File: src/rtl/pmc_cfg.svh
`ifndef PMC_CFG_SVH
`define PMC_CFG_SVH
// Register byte offsets
`define PMC_OFS_CTRL 6'h00
`define PMC_OFS_CTRLSTS 6'h04
`define PMC_OFS_IRQ_STS 6'h08
`define PMC_OFS_IRQ_MASK 6'h0C
// Control register fields
`define PMC_BIT_BACKUP_WE 8
`define PMC_BIT_THR_HI 7
`define PMC_BIT_THR_LO 5
`define PMC_BIT_MON_EN 4
`define PMC_BIT_SBY_CLR 3
`define PMC_BIT_WAKE_CLR 2
`define PMC_BIT_LP_SEL 1
`define PMC_BIT_REG_SEL 0
// Control/status register fields
`define PMC_BIT_PIN_HI_MSB 14
`define PMC_BIT_PIN_HI_LSB 11
`define PMC_BIT_PIN_LO_MSB 9
`define PMC_BIT_PIN_LO_LSB 8
`define PMC_BIT_BELOW 2
`define PMC_BIT_SBY 1
`define PMC_BIT_WAKE 0
// Interrupt status bits
`define PMC_IRQ_WAKE 0
`define PMC_IRQ_SBY 1
`define PMC_IRQ_MON_RISE 2
// Reset values and timing
`define PMC_RST_WORD 32'h0000_0000
`define PMC_RST_THR 3'h0
`define PMC_THR_UNUSED 3'h0
`define PMC_WAKE_CLR_CYCLES 2
`endif

File: src/rtl/pmc_pkg.sv
package pmc_pkg;
   // Software-steered control settings
   typedef struct packed {
      logic backup_we;
      logic [2:0] thr;
      logic mon_en;
      logic lp_sel;
      logic reg_sel;
   } pmc_ctrl_t;

   // Avalon-MM request carried as one bundle
   typedef struct packed {
      logic rd;
      logic wr;
      logic [5:0] addr;
      logic [31:0] wdata;
      logic [3:0] be;
   } pmc_req_t;
endpackage : pmc_pkg

File: src/rtl/pmc_regs.sv
// Chosen here: the Avalon-MM interface to the registers and the register offsets.
`timescale 1ns/1ps
`include "pmc_cfg.svh"

// Overview of operation
// - Bit 8 enables writes to the battery domain; clear blocks them.
// - Bits 7:5 pick supply threshold 2.3 V to 2.9 V; code 000 unused.
// - Bit 4 enables the supply monitor; reset value zero.
// - Writing one to bit 3 clears the standby flag; reads zero.
// - Writing one to bit 2 clears wake flag two clocks later; reads zero.
// - Bit 1 picks deep sleep (0) or standby (1) on sleep request.
// - Bit 0 picks regulator normal (0) or low power (1) in deep sleep.
// - Wake pin enables at bits 14:11 and 9:8 force pull-down input.
// - Wake pin enables clear on every system reset.
// - Status bit 2 reads one while the monitor runs and supply is below threshold.
// - Supply monitor is stopped while in standby.
// - Status bit 1 set on standby entry; cleared by power reset or strobe.
// - Status bit 0 set on wake event; cleared by power reset or strobe.
// - Wake event: enabled pin rising, alarm, or enabling a high pin.
// - Supply rising above threshold while monitoring raises line 16 interrupt.
module pmc_regs (
   input wire logic clk,
   input wire logic rst_n,
   input wire logic por_rst_n,
   input wire logic [5:0] avs_address,
   input wire logic avs_read,
   input wire logic avs_write,
   input wire logic [31:0] avs_writedata,
   input wire logic [3:0] avs_byteenable,
   output logic [31:0] avs_readdata,
   output logic avs_waitrequest,
   input wire logic [5:0] wake_pin_i,
   input wire logic rtc_alarm_i,
   input wire logic supply_below_i,
   input wire logic standby_entry_i,
   input wire logic in_standby_i,
   input wire logic sleep_deep_req_i,
   output logic backup_write_enable_o,
   output logic [2:0] supply_threshold_select_o,
   output logic supply_monitor_run_o,
   output logic enter_standby_o,
   output logic enter_deep_sleep_o,
   output logic regulator_low_power_o,
   output logic [5:0] wake_pin_pulldown_o,
   output logic supply_rise_irq_o,
   output logic irq_o
);
   localparam int WAKE_CLR_CYCLES = `PMC_WAKE_CLR_CYCLES;

   pmc_pkg::pmc_req_t req;
   pmc_pkg::pmc_ctrl_t ctrl_q;
   pmc_pkg::pmc_ctrl_t ctrl_d;
   logic [7:0] sync1_q;
   logic [7:0] sync2_q;
   logic [5:0] pin_lvl_q;
   logic alarm_q;
   logic wait_q;
   logic [31:0] rdata_q;
   logic [5:0] pin_en_q;
   logic sby_flag_q;
   logic wake_flag_q;
   logic below_q;
   logic [WAKE_CLR_CYCLES-1:0] wake_clr_q;
   logic sby_clr_q;
   logic [2:0] irq_sts_q;
   logic [2:0] irq_mask_q;
   logic mon_run_q;
   logic stb_q;
   logic dsl_q;
   logic reg_lp_q;
   logic rise_q;
   logic irq_q;

   // Bus decode
   assign req = '{rd: avs_read, wr: avs_write, addr: avs_address, wdata: avs_writedata, be: avs_byteenable};
   wire acc = (req.rd | req.wr) & ~wait_q;
   wire wr_ok = acc & req.wr & (req.be == 4'hF);
   wire hit_ctrl = (req.addr == `PMC_OFS_CTRL);
   wire hit_sts = (req.addr == `PMC_OFS_CTRLSTS);
   wire hit_isr = (req.addr == `PMC_OFS_IRQ_STS);
   wire hit_msk = (req.addr == `PMC_OFS_IRQ_MASK);
   wire wr_ctrl = wr_ok & hit_ctrl;
   wire wr_sts = wr_ok & hit_sts;
   wire wr_isr = wr_ok & hit_isr;
   wire wr_msk = wr_ok & hit_msk;
   wire [2:0] wthr = req.wdata[`PMC_BIT_THR_HI:`PMC_BIT_THR_LO];

   // Synchronised pins
   wire [5:0] pin_s = sync2_q[5:0];
   wire alarm_s = sync2_q[6];
   wire below_s = sync2_q[7];

   // Event decode
   wire [5:0] pin_lvl = pin_s & pin_en_q;
   wire alarm_rise = alarm_s & ~alarm_q;
   wire wake_evt = (|(pin_lvl & ~pin_lvl_q)) | alarm_rise;
   wire mon_run = ctrl_q.mon_en & ~in_standby_i;
   wire below_d = mon_run & below_s;
   wire mon_rise = mon_run & below_q & ~below_s;
   wire [2:0] irq_evt = {mon_rise, standby_entry_i, wake_evt};

   // Control register next value
   always_comb begin
      ctrl_d = ctrl_q;
      if (wr_ctrl) begin
         ctrl_d.backup_we = req.wdata[`PMC_BIT_BACKUP_WE];
         if (wthr != `PMC_THR_UNUSED) begin
            ctrl_d.thr = wthr;
         end
         ctrl_d.mon_en = req.wdata[`PMC_BIT_MON_EN];
         ctrl_d.lp_sel = req.wdata[`PMC_BIT_LP_SEL];
         ctrl_d.reg_sel = req.wdata[`PMC_BIT_REG_SEL];
      end
   end

   // Read data, reserved bits zero
   wire [31:0] rd_ctrl = {23'h00_0000, ctrl_q.backup_we, ctrl_q.thr, ctrl_q.mon_en, 2'b00,
                          ctrl_q.lp_sel, ctrl_q.reg_sel};
   wire [31:0] rd_sts = {17'h0_0000, pin_en_q[5:2], 1'b0, pin_en_q[1:0], 5'h00,
                         below_q, sby_flag_q, wake_flag_q};
   wire [31:0] rd_mux = hit_ctrl ? rd_ctrl :
                        hit_sts ? rd_sts :
                        hit_isr ? {29'h0000_0000, irq_sts_q} :
                        hit_msk ? {29'h0000_0000, irq_mask_q} : `PMC_RST_WORD;

   // Input synchronisers
   always_ff @(posedge clk or negedge rst_n) begin
      if (!rst_n) begin
         sync1_q <= 8'h00;
         sync2_q <= 8'h00;
      end else begin
         sync1_q <= {supply_below_i, rtc_alarm_i, wake_pin_i};
         sync2_q <= sync1_q;
      end
   end

   // Bus slave: one wait state per access
   always_ff @(posedge clk or negedge rst_n) begin
      if (!rst_n) begin
         wait_q <= 1'b1;
         rdata_q <= `PMC_RST_WORD;
      end else begin
         wait_q <= ~((req.rd | req.wr) & wait_q);
         if (req.rd & wait_q) begin
            rdata_q <= rd_mux;
         end
      end
   end

   // System-reset control state
   always_ff @(posedge clk or negedge rst_n) begin
      if (!rst_n) begin
         ctrl_q <= '0;
         pin_en_q <= 6'h00;
         pin_lvl_q <= 6'h00;
         alarm_q <= 1'b0;
         below_q <= 1'b0;
         irq_sts_q <= 3'h0;
         irq_mask_q <= 3'h0;
      end else begin
         ctrl_q <= ctrl_d;
         if (wr_sts) begin
            pin_en_q <= {req.wdata[`PMC_BIT_PIN_HI_MSB:`PMC_BIT_PIN_HI_LSB],
                         req.wdata[`PMC_BIT_PIN_LO_MSB:`PMC_BIT_PIN_LO_LSB]};
         end
         pin_lvl_q <= pin_lvl;
         alarm_q <= alarm_s;
         below_q <= below_d;
         irq_sts_q <= irq_evt | (irq_sts_q & ~(wr_isr ? req.wdata[2:0] : 3'h0));
         if (wr_msk) begin
            irq_mask_q <= req.wdata[2:0];
         end
      end
   end

   // Flags survive system reset, cleared by power reset; set wins over clear
   always_ff @(posedge clk or negedge por_rst_n) begin
      if (!por_rst_n) begin
         sby_flag_q <= 1'b0;
         wake_flag_q <= 1'b0;
         sby_clr_q <= 1'b0;
         wake_clr_q <= '0;
      end else begin
         sby_clr_q <= wr_ctrl & req.wdata[`PMC_BIT_SBY_CLR];
         wake_clr_q <= {wake_clr_q[WAKE_CLR_CYCLES-2:0], wr_ctrl & req.wdata[`PMC_BIT_WAKE_CLR]};
         sby_flag_q <= standby_entry_i | (sby_flag_q & ~sby_clr_q);
         wake_flag_q <= wake_evt | (wake_flag_q & ~wake_clr_q[WAKE_CLR_CYCLES-1]);
      end
   end

   // Outputs to the power sequencer
   always_ff @(posedge clk or negedge rst_n) begin
      if (!rst_n) begin
         mon_run_q <= 1'b0;
         stb_q <= 1'b0;
         dsl_q <= 1'b0;
         reg_lp_q <= 1'b0;
         rise_q <= 1'b0;
         irq_q <= 1'b0;
      end else begin
         mon_run_q <= mon_run;
         stb_q <= sleep_deep_req_i & ctrl_q.lp_sel;
         dsl_q <= sleep_deep_req_i & ~ctrl_q.lp_sel;
         reg_lp_q <= sleep_deep_req_i & ~ctrl_q.lp_sel & ctrl_q.reg_sel;
         rise_q <= mon_rise;
         irq_q <= |(irq_sts_q & irq_mask_q);
      end
   end

   assign avs_readdata = rdata_q;
   assign avs_waitrequest = wait_q;
   assign backup_write_enable_o = ctrl_q.backup_we;
   assign supply_threshold_select_o = ctrl_q.thr;
   assign supply_monitor_run_o = mon_run_q;
   assign enter_standby_o = stb_q;
   assign enter_deep_sleep_o = dsl_q;
   assign regulator_low_power_o = reg_lp_q;
   assign wake_pin_pulldown_o = pin_en_q;
   assign supply_rise_irq_o = rise_q;
   assign irq_o = irq_q;
endmodule : pmc_regs

File: config.mk
export PLATFORM = sky130hd
export DESIGN_NAME = pmc_regs
export DESIGN_NICKNAME = d
export VERILOG_FILES = /design/src/rtl/pmc_pkg.sv /design/src/rtl/pmc_regs.sv
export VERILOG_INCLUDE_DIRS = /design/src /design/src/rtl
export SDC_FILE = /design/constraint.sdc
export NUM_CORES = 1
export LEC_CHECK = 0
export ABC_CLOCK_PERIOD_IN_PS = 5340
export CELL_PAD_IN_SITES_DETAIL_PLACEMENT = 1
export CELL_PAD_IN_SITES_GLOBAL_PLACEMENT = 1
export CORE_ASPECT_RATIO = 0.9
export CORE_MARGIN = 5
export CORE_UTILIZATION = 29
export CTS_BUF_LIST = sky130_fd_sc_hd__clkbuf_4
export DETAILED_ROUTE_END_ITERATION = 10
export DONT_BUFFER_PORTS = 1
export GPL_TIMING_DRIVEN = 0
export PLACE_DENSITY_LB_ADDON = 0.12
export SLEW_MARGIN = 10
export SYNTH_ARGS = -nofsm -noshare
export SYNTH_HDL_FRONTEND = slang
export SYNTH_SLANG_ARGS = --single-unit
File: constraint.sdc
create_clock -name clk -period 5.34 [get_ports clk]
set_input_delay 0.267 -clock clk [delete_from_list [all_inputs] [get_ports clk]]
set_output_delay 0.267 -clock clk [all_outputs]
set_load 0.05 [all_outputs]
; ---- Word-level counts from Yosys, hierarchy flattened
; Cells that the tools add are included.
[totals]
register_bits = 87
input_bits = 58
output_inout_bits = 49
word_cells = 79
[classes]
n_eq_ne = 4
muxes = 5
n_bitwise = 40
n_reduce_logical = 5
[ops]
columns = op, count
row1 = $mux W15, 2
row2 = $and A1 B1 Y1, 21
row3 = $and A6 B6 Y6, 2
row4 = $eq A6 B4 Y1 const B, 2
row5 = $mux W3, 3
row6 = $not A1 Y1, 8
row7 = $and A3 B3 Y3, 2
row8 = $eq A6 B3 Y1 const B, 1
row9 = $logic_not A6 Y1, 1
row10 = $not A6 Y6, 1
row11 = $reduce_or A6 Y1, 1
row12 = $eq A4 B4 Y1 const B, 1
row13 = $or A1 B1 Y1, 4
row14 = $not A3 Y3, 1
row15 = $or A3 B3 Y3, 1
row16 = $reduce_bool A3 Y1, 1
row17 = $reduce_or A3 Y1, 1
row18 = $reduce_and A2 Y1, 1

; ---- Longest topological paths before layout
[depth]
ltp_word = 9
ltp_mapped = 5
mapped_depth_nobuf = 4

; ---- Worst setup path after synthesis
; Ideal clock, no wire load.
[synth_path]
path_kind = flip-flop to flip-flop
startpoint = register wait_q (netlist: avs_waitrequest)
endpoint = register pin_en_q[0] (netlist: wake_pin_pulldown_o[0])
setup_time_ns = 0.125
arrival_ns = 1.918
t_required_ns = 5.215
setup_slack_ns = 3.297
stages_incl_launch_ff = 5
n_path_buf = 0
synth_period_minus_slack_ns = 2.043
cell_sequence = dfstp_2 > or2b_2 > or2_2 > nor4b_4 > mux2_2
[synth_via]
elab_chain_len = 5
[synth_rtl]
columns = element, line_no
row1 = start: declaration, pmc_regs.sv:57  ; logic wait_q;
row2 = start signal: assignment, pmc_regs.sv:143  ; wait_q <= ~((req.rd | req.wr) & wait_q);
row3 = $not A1 Y1, pmc_regs.sv:76  ; wire acc = (req.rd | req.wr) & ~wait_q;
row4 = $and A1 B1 Y1, pmc_regs.sv:76
row5 = $and A1 B1 Y1 (2 in series), pmc_regs.sv:77  ; wire wr_ok = acc & req.wr & (req.be == 4'hF);
row6 = $and A1 B1 Y1, pmc_regs.sv:83  ; wire wr_sts = wr_ok & hit_sts;
row7 = end signal: assignment, pmc_regs.sv:163  ; pin_en_q <= {req.wdata[`PMC_BIT_PIN_HI_MSB:`PMC_BIT_PIN_HI_LSB],
row8 = end: declaration, pmc_regs.sv:59  ; logic [5:0] pin_en_q;
; No other way between the ends.
; A chain may end at the register's enable or synchronous reset.

; ---- Final worst setup path
[layout_path]
startpoint = register wait_q (netlist: avs_waitrequest)
endpoint = register pin_en_q[4] (netlist: wake_pin_pulldown_o[4])
; The elaborated chain is that of the path after synthesis.

==> key figures <==
Final layout
  • Antenna diode count: 0
  • Layout cells sized above 1: between 20 and 25%
  • NumNets Final: 310
  • FILL cells: ~950
  • Area Growth Syn to Fin: 25.5%
  • Finished Cell Area: 3280 µm²

Synth
  • Most numerous cell in the Yosys netlist: dfrtp_1
  • Post-synthesis cell count: between 150 and 200
  • Synth async-reset ratio: 100%
  • #FFs+latches synth: 68
  • Distinct cells, synth: 32
  • Synth top area share: between 60% and 70%
  • Top cells by count, synth: 67 x dfrtp_1, 22 x buf_4, 15 x mux2_2
  • Yosys warnings: 0
  • Main flop type after synthesis: dfrtp_1
  • Cell taking the most area after synthesis: dfrtp_1
  • Post-synth EDFFs: 0
  • Syn Area/Cell: about 14 µm²
  • Sequential area share after synthesis: around 65%
  • Mapped cell area: between 2000 and 3000 µm²
  • Synth top area cells: dfrtp_1 64%, mux2_2 6.5%, buf_4 6.3%

Drt
  • # DRC: 0
  • Final WL: 6.16 mm
  • Mean routed wirelength per cell: roughly 16 µm
  • DR iter-0 viols: 40
  • Vias: 1,656
  • DR pass1 iterations: 5
  • Mean number of vias per cell: 4.40
  • Post-DRT Antenna Nets: 0

Die
  • Die span in x: about 110 µm
  • Die area: about 11,000 µm²
  • Starting density of the core: a little under a third
  • Ports: between 100 and 150
  • Die height: between 100 and 150 µm
  • Core area: 8690 µm²
  • Row count: 32

Global routing
  • First-pass GRT wire length: between 9 and 10 mm
  • Most used routing layer: met2
  • Largest net degree at the start of global routing: 64
  • Vias in the first global route: 1,730
  • Initial antenna violation count: 0
  • GR Util met1: 15.5%
  • Routing usage on met2: between 10% and 20%
  • M3 GR Usage: a little under 5%
  • Remaining global-route overflow: 0
  • Total GRT Usage: between 10% and 20%

Worst setup path
  • CP required: 5.62 ns
  • Critical path arrival: between 2 and 3 ns
  • Worst-path cell with the longest stage delay: nor4b_4
  • WP depth: 4
  • Critical-path cell list: or2b_2 -> or2_2 -> nor4b_4 -> mux2_2
  • CP startpoint kind: register
  • Crit-path leading delay family: simple AND/OR/NAND/NOR gates
  • Biggest cell delay along the critical path: ~0.55 ns
  • CP max FO: 6
  • Worst setup EP type: register
  • Type of the worst setup path: reg2reg
  • Buffers & Inverters on Critical Path: 0
  • FF-to-FF path depth: 4

Placed design
  • Area post-placement: between 2000 and 3000 µm²
  • Place WS: slightly above 3 ns
  • PortBufs: 0
  • GPL Wtd Cong: 0.733
  • Hpwl dp: 4.33 mm

STA
  • Clock Skew: 0.0144 ns
  • Fmax: approximately 0.44 GHz
  • Final Worst Setup Slack: between 3 and 4 ns
  • RSZ-0062 raised after global routing: false
  • Final Hold Violating Endpoints: 0
  • Setup violators final: 0
  • Min Tclk post-route: 2.28 ns
  • Final worst-path cycle share: between 40 and 50%
  • Max-slew violations: 0
  • Slew headroom: between 20 and 30%
  • Sum of negative setup slack: 0 ns
  • Worst Tran Pin Value: roughly 1.1 ns

Pwr
  • P_leak: roughly 1.6 nW
  • Cell Pwr Density: between 200 and 300 nW/µm²
  • VDD IR-drop max: slightly below 0.0001 V

Clock network
  • CTS Hold Buffers Added: 30
  • Clock Latency Late Sink: around 0.4 ns
  • Reg clk slew, reported paths: approximately 0.11 ns
  • Clock buffer depth: 2
  • # Post-CTS Setup Buffers: 0
  • CTS tree: done
  • CTS buffer count: 9
  • Post-cts repair resize count: 0
  • Clk sinks: between 60 and 70
  • Root Buffer: clkbuf_4
  • CTS H-Tree Depth: 3

Run
  • MaxCap Viol Count: 0

Status
  • Outcome: completed

Hold path
  • Hold path cells: 3
  • Hold Path Class: in2reg
cell usage in the layout, fill, tap and decap left out, types with 2 or more instances in the layout:
cell           synthesis  routed
dlygate4sd3_1          0      29
inv_1                 10      10
o22ai_1                2       2
clkbuf_1               2       2
mux2_2                15      15
nor2b_1                3       3
a22o_1                 9       9
a22o_2                 3       3
clkinv_1               0       2
conb_1                 1      19
nand3_1                2       2
buf_4                 22      22
nand2_1               10      10
a21o_1                 3       3
dfrtp_1               67      67
clkbuf_4               0      12
a222oi_1               2       2
or2_2                  2       2
a22oi_1                5       5
and2_1                 6       6
o21ai_0               10      10
nand4_1                3       3
nor3_1                 4       4
state kept, by name (all words and copies together) (netlist names), 2 cells and up:
name,count
avs_readdata,13
sync1_q,8
sync2_q,8
pin_lvl_q,6
wake_pin_pulldown_o,6
ctrl_q,3
irq_mask_q,3
irq_sts_q,3
supply_threshold_select_o,3
wake_clr_q,2
worst register-to-register path: cells and delay by family (launching register included):
kind          cells  cell delay [ns]
flops             1             0.48
simple gates      3             1.28
mux               1             0.40
worst paths after layout:
| check | startpoint | to | slack [ns] |
|---|---|---|---|
| worst max-delay path | avs_waitrequest | wake_pin_pulldown_o[4] | 3.06 |
| worst min-delay path | avs_writedata[0] | irq_sts_q[0] | 0.07 |
| worst max register to register | avs_waitrequest | wake_pin_pulldown_o[4] | 3.06 |
| worst min register to register | sync1_q[6] | sync2_q[6] | 0.35 |
| max in group asynchronous | rst_n | avs_waitrequest | 4.65 |
| min in group asynchronous | por_rst_n | wake_clr_q[1] | 0.13 |
through the flow:
step                      hold WS, ns  utilization, %  instances  power [W]
final                          0.0675            37.8        376   0.000955
after global routing           0.0325            37.8        376    0.00101
after CTS                      0.0434            37.8        376   0.000974
after detailed placement      -0.0284            32.6        330   0.000608
after global placement        -0.0284            32.6        330   0.000608
after floorplan               -0.0286               -        211   0.000601
cell type report:
type,instances,area (µm²),share of cell area (%)
tap,119,149,4.54
clock inverter,4,42.5,1.30
multi-input combinational,108,758,23.1
buffer,25,184,5.60
clock buffer,12,90.1,2.74
timing repair buffer,30,318,9.68
inverter,10,37.5,1.14
sequential,68,1700,51.9
cells by family after synthesis:
logic type	count (synthesis)	share of synthesized area, %
and+or+nand+nor	39	9.86
AOI/OAI and AO/OA	35	9.95
buffers and inverters	35	8.47
other	1	0.143
muxes	15	6.46
DFF	68	65.1
where the power goes:
group | switching, W | internal, W | total [W] | leakage [nW]
clock network | 0.000172 | 0.000155 | 0.000327 | 0.0764
registers | 0.0000132 | 0.000525 | 0.000538 | 0.884
logic | 0.0000569 | 0.0000330 | 0.0000899 | 0.647
total | 0.000242 | 0.000713 | 0.000955 | 1.61
layer usage:
metal | vias to the layer above | share of wire [%]
met3 | 8 | 8.0
li1 | 752 | -
met4 | 0 | 1.7
met2 | 61 | 46
met5 | - | 0
met1 | 835 | 45
Power figures use the tool's default switching activity.
